==> config.mk <==
export PLATFORM = sky130hd
export DESIGN_NAME = cps_sequencer
export DESIGN_NICKNAME = d
export VERILOG_FILES = /design/src/design/cps_pkg.sv /design/src/design/cps_flag_if.sv /design/src/design/cps_qualify.sv /design/src/design/cps_sync.sv /design/src/design/cps_sequencer.sv
export VERILOG_INCLUDE_DIRS = /design/src /design/src/design
export SDC_FILE = /design/constraint.sdc
export NUM_CORES = 1
export LEC_CHECK = 0
export ABC_AREA = 1
export BUFFER_PORTS_ARGS = -buffer_cell sky130_fd_sc_hd__buf_4
export CORE_MARGIN = 2
export CORE_UTILIZATION = 60
export CTS_CLUSTER_SIZE = 40
export DETAILED_ROUTE_END_ITERATION = 10
export PLACE_DENSITY = 0.83
export SKIP_LAST_GASP = 1
export SLEW_MARGIN = 20
export SYNTH_ARGS = -nofsm -noshare
export SYNTH_HDL_FRONTEND = slang
export SYNTH_HIERARCHICAL = 1
export SYNTH_SLANG_ARGS = --single-unit
==> constraint.sdc <==
create_clock -name clk -period 3.1 [get_ports clk]
set_clock_uncertainty 0.2 [all_clocks]
set_input_delay 0.465 -clock clk [delete_from_list [all_inputs] [get_ports clk]]
set_output_delay 0.465 -clock clk [all_outputs]
set_load 0.05 [all_outputs]
==> src/design/cps_cfg.svh <==
// timing and width constants of the charger protection sequencer
`ifndef CPS_CFG_SVH
`define CPS_CFG_SVH
`define CPS_CLK_MHZ 250
`define CPS_PWRUP_DELAY_MS 10
`define CPS_OC_QUAL_US 170
`define CPS_OC_OFF_MS 40
`define CPS_BOV_BLANK_US 180
`define CPS_SS_US 1000
`define CPS_PWRUP_CYC (`CPS_PWRUP_DELAY_MS * 1000 * `CPS_CLK_MHZ)
`define CPS_OC_QUAL_CYC (`CPS_OC_QUAL_US * `CPS_CLK_MHZ)
`define CPS_OC_OFF_CYC (`CPS_OC_OFF_MS * 1000 * `CPS_CLK_MHZ)
`define CPS_BOV_BLANK_CYC (`CPS_BOV_BLANK_US * `CPS_CLK_MHZ)
`define CPS_SS_CYC (`CPS_SS_US * `CPS_CLK_MHZ)
`define CPS_EVT_CNT_W 4
`define CPS_RAMP_W 8
`define CPS_TMR_W 24
`endif

==> src/design/cps_pkg.sv <==
// types of the charger protection sequencer
package cps_pkg;
  typedef enum logic [4:0] {
    CPS_ST_WAIT = 5'h01,
    CPS_ST_RAMP = 5'h02,
    CPS_ST_ON = 5'h04,
    CPS_ST_OFF = 5'h08,
    CPS_ST_LOCK = 5'h10
  } cps_state_t;
endpackage

==> src/design/cps_flag_if.sv <==
// interface carrying synchronised comparator flags and qualified events
`timescale 1ns/100ps
interface cps_flag_if;
  logic ov;
  logic oc_raw;
  logic bov_raw;
  logic ot;
  logic oc_evt;
  logic oc_active;
  logic bov_evt;
  logic bov_active;
  modport src (output ov, output oc_raw, output bov_raw, output ot);
  modport qual (input oc_raw, input bov_raw, output oc_evt, output oc_active, output bov_evt, output bov_active);
  modport sink (input ov, input ot, input oc_evt, input oc_active, input bov_evt, input bov_active);
endinterface // cps_flag_if

==> src/design/cps_qualify.sv <==
// qualification timers for overcurrent and battery overvoltage flags
`timescale 1ns/100ps
`include "cps_cfg.svh"
module cps_qualify
  import cps_pkg::*;
#(
  parameter int OC_QUAL_CYC = `CPS_OC_QUAL_CYC,
  parameter int BOV_BLANK_CYC = `CPS_BOV_BLANK_CYC
) (
  input wire logic clk,
  input wire logic arst_n,
  input wire logic enable,
  cps_flag_if.qual flags
);
  localparam logic [`CPS_TMR_W-1:0] OC_LAST = `CPS_TMR_W'(OC_QUAL_CYC - 1);
  localparam logic [`CPS_TMR_W-1:0] BOV_LAST = `CPS_TMR_W'(BOV_BLANK_CYC - 1);
  logic [`CPS_TMR_W-1:0] oc_cnt_reg, oc_cnt_next, bov_cnt_reg, bov_cnt_next;
  logic oc_act_reg, oc_act_next, bov_act_reg, bov_act_next;
  logic oc_evt_reg, oc_evt_next, bov_evt_reg, bov_evt_next;

  // a flag must stay high for the full window; any dropout restarts it
  always_comb begin
    oc_cnt_next = oc_cnt_reg;
    oc_act_next = oc_act_reg;
    oc_evt_next = 1'b0;
    bov_cnt_next = bov_cnt_reg;
    bov_act_next = bov_act_reg;
    bov_evt_next = 1'b0;
    if (!enable || !flags.oc_raw) begin
      oc_cnt_next = '0;
      oc_act_next = 1'b0;
    end else if (!oc_act_reg) begin
      if (oc_cnt_reg == OC_LAST) begin
        oc_act_next = 1'b1;
        oc_evt_next = 1'b1;
      end else begin
        oc_cnt_next = oc_cnt_reg + 1'b1;
      end
    end
    if (!enable || !flags.bov_raw) begin
      bov_cnt_next = '0;
      bov_act_next = 1'b0;
    end else if (!bov_act_reg) begin
      if (bov_cnt_reg == BOV_LAST) begin
        bov_act_next = 1'b1;
        bov_evt_next = 1'b1;
      end else begin
        bov_cnt_next = bov_cnt_reg + 1'b1;
      end
    end
  end

  always_ff @(posedge clk or negedge arst_n) begin
    if (!arst_n) begin
      oc_cnt_reg <= '0;
      oc_act_reg <= 1'b0;
      oc_evt_reg <= 1'b0;
      bov_cnt_reg <= '0;
      bov_act_reg <= 1'b0;
      bov_evt_reg <= 1'b0;
    end else begin
      oc_cnt_reg <= oc_cnt_next;
      oc_act_reg <= oc_act_next;
      oc_evt_reg <= oc_evt_next;
      bov_cnt_reg <= bov_cnt_next;
      bov_act_reg <= bov_act_next;
      bov_evt_reg <= bov_evt_next;
    end
  end

  assign flags.oc_evt = oc_evt_reg;
  assign flags.oc_active = oc_act_reg;
  assign flags.bov_evt = bov_evt_reg;
  assign flags.bov_active = bov_act_reg;
endmodule // cps_qualify

==> src/design/cps_sync.sv <==
// two-flop synchronisers for the comparator flags
`timescale 1ns/100ps
module cps_sync
  import cps_pkg::*;
(
  input wire logic clk,
  input wire logic arst_n,
  input wire logic [3:0] raw,
  cps_flag_if.src flags
);
  logic [3:0] meta_reg, sync_reg;

  // first stage feeds only the second stage
  always_ff @(posedge clk or negedge arst_n) begin
    if (!arst_n) begin
      meta_reg <= 4'h0;
      sync_reg <= 4'h0;
    end else begin
      meta_reg <= raw;
      sync_reg <= meta_reg;
    end
  end

  assign flags.ov = sync_reg[0];
  assign flags.oc_raw = sync_reg[1];
  assign flags.bov_raw = sync_reg[2];
  assign flags.ot = sync_reg[3];
endmodule // cps_sync

==> src/design/cps_sequencer.sv <==
// top of the charger protection sequencer: power-up, ramp, protection and lockout
`timescale 1ns/100ps
`include "cps_cfg.svh"
module cps_sequencer
  import cps_pkg::*;
#(
  parameter int PWRUP_CYC = `CPS_PWRUP_CYC,
  parameter int OC_OFF_CYC = `CPS_OC_OFF_CYC,
  parameter int SS_CYC = `CPS_SS_CYC,
  parameter int OC_QUAL_CYC = `CPS_OC_QUAL_CYC,
  parameter int BOV_BLANK_CYC = `CPS_BOV_BLANK_CYC
) (
  input wire logic clk,
  input wire logic arst_n,
  input wire logic input_ov_comparator,
  input wire logic overcurrent_comparator,
  input wire logic battery_ov_comparator,
  input wire logic overtemp_flag,
  output logic switch_en,
  output logic [`CPS_RAMP_W-1:0] soft_start_level,
  output logic fault_n_output_o,
  output logic fault_n_output_oe,
  output logic locked_out
);
  localparam logic [`CPS_TMR_W-1:0] PWRUP_LAST = `CPS_TMR_W'(PWRUP_CYC - 1);
  localparam logic [`CPS_TMR_W-1:0] OC_OFF_LAST = `CPS_TMR_W'(OC_OFF_CYC - 1);
  localparam logic [`CPS_TMR_W-1:0] SS_STEP_LAST = `CPS_TMR_W'((SS_CYC >> `CPS_RAMP_W) - 1);
  localparam logic [`CPS_RAMP_W-1:0] RAMP_FULL = '1;
  localparam logic [`CPS_EVT_CNT_W-1:0] EVT_LAST = '1;

  // the switch conducts in these two states; shared by qualification, enable and fault
  function automatic logic cps_running(input cps_state_t s);
    return (s == CPS_ST_RAMP) || (s == CPS_ST_ON);
  endfunction

  cps_flag_if flags ();
  cps_state_t state_reg, state_next;
  logic [`CPS_TMR_W-1:0] tmr_reg, tmr_next;
  logic [`CPS_RAMP_W-1:0] ramp_reg, ramp_next;
  logic [1:0] evt_hit;
  logic [1:0] lock_now;
  logic [1:0] lock_soon;
  logic oc_hold_reg, oc_hold_next;
  logic en_reg, en_next, flt_reg, flt_next;
  logic lock_out_reg, lock_out_next;
  logic qual_enable;
  logic stop_now;

  // comparator flags come from the analog side, so resynchronise them
  cps_sync u_sync (
    .clk(clk),
    .arst_n(arst_n),
    .raw({overtemp_flag, battery_ov_comparator, overcurrent_comparator, input_ov_comparator}),
    .flags(flags)
  );

  // qualification only runs while the switch is on or ramping
  assign qual_enable = cps_running(state_reg);

  cps_qualify #(.OC_QUAL_CYC(OC_QUAL_CYC), .BOV_BLANK_CYC(BOV_BLANK_CYC)) u_qual (
    .clk(clk),
    .arst_n(arst_n),
    .enable(qual_enable),
    .flags(flags)
  );

  // conditions that force the switch off immediately from any running state
  assign stop_now = flags.ov || flags.ot || flags.oc_evt || flags.bov_evt;

  // event kinds: bit 0 overcurrent, bit 1 battery overvoltage
  assign evt_hit = {flags.bov_evt, flags.oc_evt};

  // one saturating counter and lockout latch per event kind; only arst_n clears them
  for (genvar k = 0; k < 2; k++) begin : g_evt
    logic [`CPS_EVT_CNT_W-1:0] cnt_reg, cnt_next;
    logic lock_reg, lock_next;

    // the sixteenth event finds the count at fifteen and sets the latch
    always_comb begin
      cnt_next = cnt_reg;
      lock_next = lock_reg;
      if (evt_hit[k]) begin
        if (cnt_reg == EVT_LAST) begin
          lock_next = 1'b1;
        end else begin
          cnt_next = cnt_reg + 1'b1;
        end
      end
    end

    // a brown-out that stays above the reset threshold keeps the count
    always_ff @(posedge clk or negedge arst_n) begin
      if (!arst_n) begin
        cnt_reg <= '0;
        lock_reg <= 1'b0;
      end else begin
        cnt_reg <= cnt_next;
        lock_reg <= lock_next;
      end
    end

    assign lock_now[k] = lock_reg;
    assign lock_soon[k] = lock_next;
  end

  // main sequence: wait, ramp, on, off period, lockout
  always_comb begin
    state_next = state_reg;
    tmr_next = tmr_reg;
    ramp_next = ramp_reg;
    oc_hold_next = oc_hold_reg;
    case (state_reg)
      CPS_ST_WAIT: begin
        ramp_next = '0;
        // input overvoltage, raw battery overvoltage or overtemperature restarts the full delay; overcurrent does not
        if (flags.ov || flags.bov_raw || flags.ot) begin
          tmr_next = '0;
        end else if (tmr_reg == PWRUP_LAST) begin
          tmr_next = '0;
          state_next = CPS_ST_RAMP;
        end else begin
          tmr_next = tmr_reg + 1'b1;
        end
      end
      CPS_ST_RAMP: begin
        if (stop_now) begin
          ramp_next = '0;
          tmr_next = '0;
          oc_hold_next = flags.oc_evt;
          state_next = CPS_ST_OFF;
        end else if (tmr_reg == SS_STEP_LAST) begin
          tmr_next = '0;
          ramp_next = ramp_reg + 1'b1;
          if (ramp_reg == RAMP_FULL - 1'b1) begin
            state_next = CPS_ST_ON;
          end
        end else begin
          tmr_next = tmr_reg + 1'b1;
        end
      end
      CPS_ST_ON: begin
        if (stop_now) begin
          ramp_next = '0;
          tmr_next = '0;
          oc_hold_next = flags.oc_evt;
          state_next = CPS_ST_OFF;
        end
      end
      CPS_ST_OFF: begin
        ramp_next = '0;
        if (oc_hold_reg) begin
          // overcurrent off period runs out before the restart delay
          if (tmr_reg == OC_OFF_LAST) begin
            tmr_next = '0;
            oc_hold_next = 1'b0;
            state_next = CPS_ST_WAIT;
          end else begin
            tmr_next = tmr_reg + 1'b1;
          end
        end else begin
          tmr_next = '0;
          state_next = CPS_ST_WAIT;
        end
      end
      CPS_ST_LOCK: begin
        ramp_next = '0;
        tmr_next = '0;
      end
      default: begin
        ramp_next = '0;
        tmr_next = '0;
        oc_hold_next = 1'b0;
        state_next = CPS_ST_WAIT;
      end
    endcase
    // lockout overrides everything until input power is cycled
    if (|lock_now) begin
      state_next = CPS_ST_LOCK;
      ramp_next = '0;
    end
  end

  // switch enable drops the cycle after a synchronised stop condition
  always_comb begin
    en_next = cps_running(state_next);
    lock_out_next = state_next == CPS_ST_LOCK;
    // a battery overvoltage that still holds the switch off keeps the fault shown
    flt_next = flags.ov || flags.bov_active || flags.oc_active || flags.ot
      || (flags.bov_raw && !cps_running(state_reg))
      || oc_hold_next || (|lock_soon);
  end

  always_ff @(posedge clk or negedge arst_n) begin
    if (!arst_n) begin
      state_reg <= CPS_ST_WAIT;
      tmr_reg <= '0;
      ramp_reg <= '0;
      oc_hold_reg <= 1'b0;
      en_reg <= 1'b0;
      flt_reg <= 1'b0;
      lock_out_reg <= 1'b0;
    end else begin
      state_reg <= state_next;
      tmr_reg <= tmr_next;
      ramp_reg <= ramp_next;
      oc_hold_reg <= oc_hold_next;
      en_reg <= en_next;
      flt_reg <= flt_next;
      lock_out_reg <= lock_out_next;
    end
  end

  assign switch_en = en_reg;
  assign soft_start_level = ramp_reg;
  assign fault_n_output_o = 1'b0; // open drain: only ever pulls low
  assign fault_n_output_oe = flt_reg;
  assign locked_out = lock_out_reg;
endmodule // cps_sequencer

==> Word level (Yosys, flattened, before mapping) <==
Index checks and enable logic that the tools add are counted.
{ "totals": {"ff_bits": 111, "out_inout_bits": 12, "input_bits": 6, "word_cells": 125} }
{ "classes": {"n_addsub": 6, "eq_ne": 23, "bitwise_logic": 2, "reduce_logical": 28, "n_mux": 47} }
{ "ops": {"columns": ["cell", "count"], "rows": [
  ["two-way mux 24 bit", 13],
  ["one-hot mux 24 bit (4 select lines)", 1],
  ["adder 24 x 1 -> 24 bit, second input constant", 3],
  ["== test 24 x 16 -> 1 bit, second input constant", 2],
  ["two-way mux 5 bit", 9],
  ["two-way mux 8 bit", 4],
  ["one-hot mux 5 bit (5 select lines)", 1],
  ["== test 24 x 10 -> 1 bit, second input constant", 1],
  ["== test 24 x 22 -> 1 bit, second input constant", 1],
  ["== test 24 bit, second input constant", 1],
  ["two-way mux 1 bit", 17],
  ["one-hot mux 8 bit (2 select lines)", 1],
  ["logical OR 1 bit", 15],
  ["== test 5 x 2 -> 1 bit, second input constant", 2],
  ["== test 5 x 3 -> 1 bit, second input constant", 2],
  ["== test 5 bit, second input constant", 2],
  ["AND reduction 2 bit", 5],
  ["adder 4 x 1 -> 4 bit, second input constant", 2],
  ["adder 8 x 1 -> 8 bit, second input constant", 1],
  ["== test 4 bit, second input constant", 2],
  ["== test 8 bit, second input constant", 1],
  ["OR reduction 2 bit", 4],
  ["!= test 2 bit, second input constant", 3],
  ["== test 5 x 1 -> 1 bit, second input constant", 1],
  ["other kinds (8)", 12]
]} }

==> Logic depth before layout (Yosys ltp) <==
{ "depth": {"depth_word": 8, "depth_mapped": 14, "ltp_nobuf": 14} }

==> By module <==
Netlist, hierarchy kept.
{ "modules_own_cells": {"columns": ["module", "area_each_um2", "seq_area_each_um2", "instances", "cells_each"], "rows": [
  ["cps_qualify", 3626.0, 1301.2, 1, 541],
  ["cps_sequencer", 3264.4, 1277.5, 1, 460],
  ["cps_sync", 200.2, 200.2, 1, 8]
]} }

==> Worst setup path after synthesis <==
No wires, ideal clock.
{ "synth_timing": {"path_type": "register -> register", "startpoint": "register state_reg[2]", "endpoint": "register u_qual.bov_cnt_reg[10]", "synth_period_minus_slack_ps": 2055, "path_stages_with_launch": 12, "setup_time_ps": 126, "path_slack_ps": 1045, "arrival_ps": 1729, "n_path_buf": 1, "required_ps": 2774, "cell_sequence": "dfrtp_1 nor2_1 nand3_1 nand2_1 nand2_1 clkinv_2 nand3_1 nor2_1 nand2_2 nand2_4 buf_12 o21ai_0"} }
{ "synth_between": {"elab_chain_len": 6, "elab_cells_between_ends": 9, "cone_classes": "4 x eq/ne; 1 x mux; 4 x reduce/logical"} }
{ "synth_lines": {"columns": ["element", "line_no", "text"], "rows": [
  ["from (decl)", "cps_sequencer.sv:37", "cps_state_t state_reg, state_next;"],
  ["from (signal assigned)", "cps_sequencer.sv:203", "state_reg <= state_next;"],
  ["== test 5 x 2 -> 1 bit or == test 5 x 3 -> 1 bit (tied branches)", "cps_sequencer.sv:33", "return (s == CPS_ST_RAMP) || (s == CPS_ST_ON);"],
  ["logical OR 1 bit *", "cps_sequencer.sv:33", null],
  ["via qual_enable", "cps_sequencer.sv:46", "logic qual_enable;"],
  ["logical NOT 1 bit *", "cps_qualify.sv:40", "if (!enable || !flags.bov_raw) begin"],
  ["logical OR 1 bit *", "cps_qualify.sv:40", null],
  ["!= test 2 bit (no line) or != test 2 x 1 -> 1 bit (tied branches)", null, null],
  ["AND reduction 2 bit (no line)", null, null],
  ["to (signal assigned)", "cps_qualify.sv:65", "bov_cnt_reg <= bov_cnt_next;"],
  ["to (decl)", "cps_qualify.sv:17", "logic [`CPS_TMR_W-1:0] oc_cnt_reg, oc_cnt_next, bov_cnt_reg, bov_cnt_next;"]
]} }
The timed path passes the listed nets; every way through them passes the cells marked *.
A chain may end at the register's enable or synchronous reset.

==> Final worst setup path <==
{ "layout_timing": {"startpoint": "register state_reg[1]", "endpoint": "register u_qual.oc_cnt_reg[2]"} }
{ "layout_between": {"elab_chain_len": 6, "elab_cells_between_ends": 9, "cone_classes": "4 x eq/ne; 1 x mux; 4 x reduce/logical"} }
{ "layout_lines": {"columns": ["element", "line_no", "text"], "rows": [
  ["== test 5 x 2 -> 1 bit or == test 5 x 3 -> 1 bit (tied branches)", "cps_sequencer.sv:33", null],
  ["logical OR 1 bit *", "cps_sequencer.sv:33", null],
  ["via qual_enable", "cps_sequencer.sv:46", null],
  ["logical NOT 1 bit *", "cps_qualify.sv:29", "if (!enable || !flags.oc_raw) begin"],
  ["logical OR 1 bit *", "cps_qualify.sv:29", null],
  ["!= test 2 bit (no line) or != test 2 x 1 -> 1 bit (tied branches)", null, null],
  ["AND reduction 2 bit (no line)", null, null],
  ["to (signal assigned)", "cps_qualify.sv:62", "oc_cnt_reg <= oc_cnt_next;"],
  ["to (decl)", "cps_qualify.sv:17", null]
]} }
Marks and branches as above.

==> flow_summary.json <==
{
  "outcome": "finished clean",
  "grt_antenna_before_repair": 0,
  "drt-total-wl_um": 15800,
  "drt_iter0_drc": 533,
  "fmax_mhz": 374,
  "stdcell_area_um2": 7670,
  "die_h_um": 113,
  "fin_crit_ps": 2670,
  "synth_cells": 1009,
  "drive_gt1_share_pct": 10.4,
  "utilization_pct": 66.9,
  "path_class": "flop to flop",
  "io_pins": 18,
  "clk_latency_ps": 370,
  "grt_pass1_wl_um": 27700,
  "rrSetupSlack_ps": 430,
  "dp.cells": 1160,
  "synthArstFlopShare_pct": 100,
  "cp-end-kind": "flop",
  "synth.distinct_cells": 40,
  "io_buffers": 16,
  "dp_hpwl_um": 11500,
  "syn_to_final_growth_pct": 8.17,
  "reg2reg_to": "u_qual/oc_cnt_reg[2]$_DFFE_PN0P_",
  "grt_usage_pct": 26.6,
  "cp_cell_sequence": "nor2_1, nand4_1, nand2_1, nand2_2, inv_2, nand2_1, nor2_1, nand2_1, o21bai_4, nand2_1, o21ai_0",
  "first_global_vias": 6075,
  "final_cell_count_no_fill": 1181,
  "crit_path_start_kind": "flop",
  "min_to": "u_sync/sync_reg[3]$_DFF_PN0_",
  "dr.pass1.iters": 6,
  "vias": 6345,
  "setup_viol": 0,
  "place_area_um2": 7310,
  "critPathBufInv": 1,
  "powerDensity_nw_per_um2": 353,
  "holdWs_ps": 152,
  "synthFlopType": "dfrtp_1",
  "synth_fp_nets": 1022,
  "min_path_type": "flop to flop",
  "min_path_cells": 0,
  "ff2ff_path_depth": 11,
  "cp_common_cell": "nand2_1",
  "grt_max_degree": 55,
  "critPathMaxStageDelay_ps": 480,
  "n_antenna_cell": 0,
  "clkSinkCount": 111,
  "required_ps": 3190,
  "yosysWarnings": 6,
  "p_total_mw": 2.71,
  "syn_area_um2": 7090,
  "synth_edf_count": 0,
  "ant_nets": 0,
  "viasPerCell": 5.37,
  "gp_congestion": 0.895,
  "start_util_pct": 61.8,
  "worstHoldStart": "u_sync/meta_reg[3]$_DFF_PN0_",
  "r2r_start": "state_reg[1]$_DFF_PN0_",
  "vdd_drop_max_v": 0.000618,
  "worstMarginPinSlew_ps": 682,
  "cp_slowest_cell": "o21bai_4",
  "ys_seq_elements": 111,
  "avgSynthCellArea_um2": 7.03,
  "drc": 0,
  "h-tree-depth": 3,
  "drt-wirelength-per-cell_um": 13.3,
  "fillers": 987,
  "num_rows": 39,
  "seq_area_frac_synth_pct": 39.2,
  "crit_arrival_ps": 2760,
  "critPathMaxFanout": 24,
  "coreArea_um2": 11500,
  "synthTopCellsByArea": "dfrtp_1 39%, nand2_1 16%, nor2_1 7.7%, inv_1 6.3%, nand3_1 5.2%",
  "min_period_over_period_pct": 86.2,
  "synth_top_area_share_pct": 38.8,
  "final_max_slew_viol_count": 0,
  "num-nets-final": 1046,
  "setup_tns_ps": 0,
  "leakage_nw": 3.69,
  "die_area_um2": 12700,
  "rsz0062_at_grt": "false",
  "maxCapViolations": 0,
  "synth_area_leader_cell": "dfrtp_1",
  "pre_cts_ws_ps": 467,
  "cts_tree": "done",
  "fp.dieW_um": 113,
  "cts_root_buf": "clkbuf_16",
  "clkTransAtPathRegs_ps": 80,
  "critical-path-top-delay-family": "simple AND/OR/NAND/NOR gates",
  "hold_viol": 0,
  "cts_inserted_buffers": 9,
  "setup_ws_ps": 429,
  "grt-ovfl-total": 0,
  "clock_path_buffers": 2,
  "relSlewSlack_pct": 54.6
}
==> per-layer routing <==
metal  wire length, um  GRT usage (%)  vias up
met5                 0              0        -
met4               208           6.83        0
met3               947           6.11       18
met2              7510           44.4      189
met1              7100           35.4     2901
li1                  -              -     3237
==> logic make-up after synthesis <==
kind of cell,share of synthesized area [%]
fa+ha+maj,1.24
flops,39.2
xor+xnor,4.32
compound gates,5.79
other cells,0.0529
simple gates,40.6
buf+inv,8.79
==> Yosys cell counts (all sizes together), types with 4 or more instances <==
cell type	count
buf	11
xnor2	8
o21bai	8
nand3	82
nor4	4
inv	130
nand4	37
nand3b	7
xor2	27
ha	7
clkinv	4
nor2	163
a21oi	10
nor3	17
nand2	333
dfrtp	110
o21ai	41
==> placed cells by master (no fill, tap or decap), types with 9 or more instances in the layout <==
cell / instances
nand2_1: 310
nor2_1: 145
inv_1: 119
dfrtp_1: 110
nand3_1: 73
nand4_1: 37
o21ai_0: 28
xor2_1: 27
nand2_2: 21
buf_4: 18
nor3_1: 16
nor2_2: 12
inv_2: 10
a21oi_1: 10
clkbuf_16: 9
==> worst register-to-register path, cell delays in order (launching register included) <==
cell and delay [ps]:
dfrtp_1 400, nor2_1 190, nand4_1 230, nand2_1 290
nand2_2 160, inv_2 170, nand2_1 70, nor2_1 80
nand2_1 100, o21bai_4 480, nand2_1 140, o21ai_0 110
==> worst max path at each step <==
stage                                 from                                  to  slack, ps  cells after the start
floorplan           state_reg[2]$_DFF_PN0_  u_qual/bov_cnt_reg[10]$_DFFE_PN0P_       1050                     11
global placement    state_reg[2]$_DFF_PN0_    u_qual/oc_cnt_reg[2]$_DFFE_PN0P_        610                     10
detailed placement  state_reg[1]$_DFF_PN0_   u_qual/oc_cnt_reg[10]$_DFFE_PN0P_        470                     10
CTS                 state_reg[1]$_DFF_PN0_    u_qual/oc_cnt_reg[2]$_DFFE_PN0P_        440                     11
global route        state_reg[1]$_DFF_PN0_    u_qual/oc_cnt_reg[2]$_DFFE_PN0P_        170                     11
finish              state_reg[1]$_DFF_PN0_    u_qual/oc_cnt_reg[2]$_DFFE_PN0P_        430                     11
==> power by group <==
| part | internal, mW | leakage, nW | switching [mW] |
|---|---|---|---|
| Clock | 0.582 | 0.151 | 0.610 |
| Sequential | 1.45 | 1.52 | 0.00388 |
| Combinational | 0.0158 | 2.02 | 0.0443 |
==> area by class of cell <==
class / count / area [um^2] / share of cell area [%]
Timing Repair Buffer: 24 / 205 / 2.68
Multi-Input combinational cell: 753 / 3690 / 48.1
Inverter: 134 / 507 / 6.61
Clock inverter: 7 / 86.3 / 1.13
Clock buffer: 9 / 225 / 2.94
Tap cell: 143 / 179 / 2.33
Sequential cell: 111 / 2780 / 36.2
==> repair_timing <==
| action | CTS | global route |
|---|---|---|
| buffers inserted | 0 | 0 |
| hold buffers | 4 | 1 |
| endpoints found under the hold margin | 55 | 1 |
| resized for setup | 0 | 0 |
No activity file was read; power rests on OpenSTA's default activity.
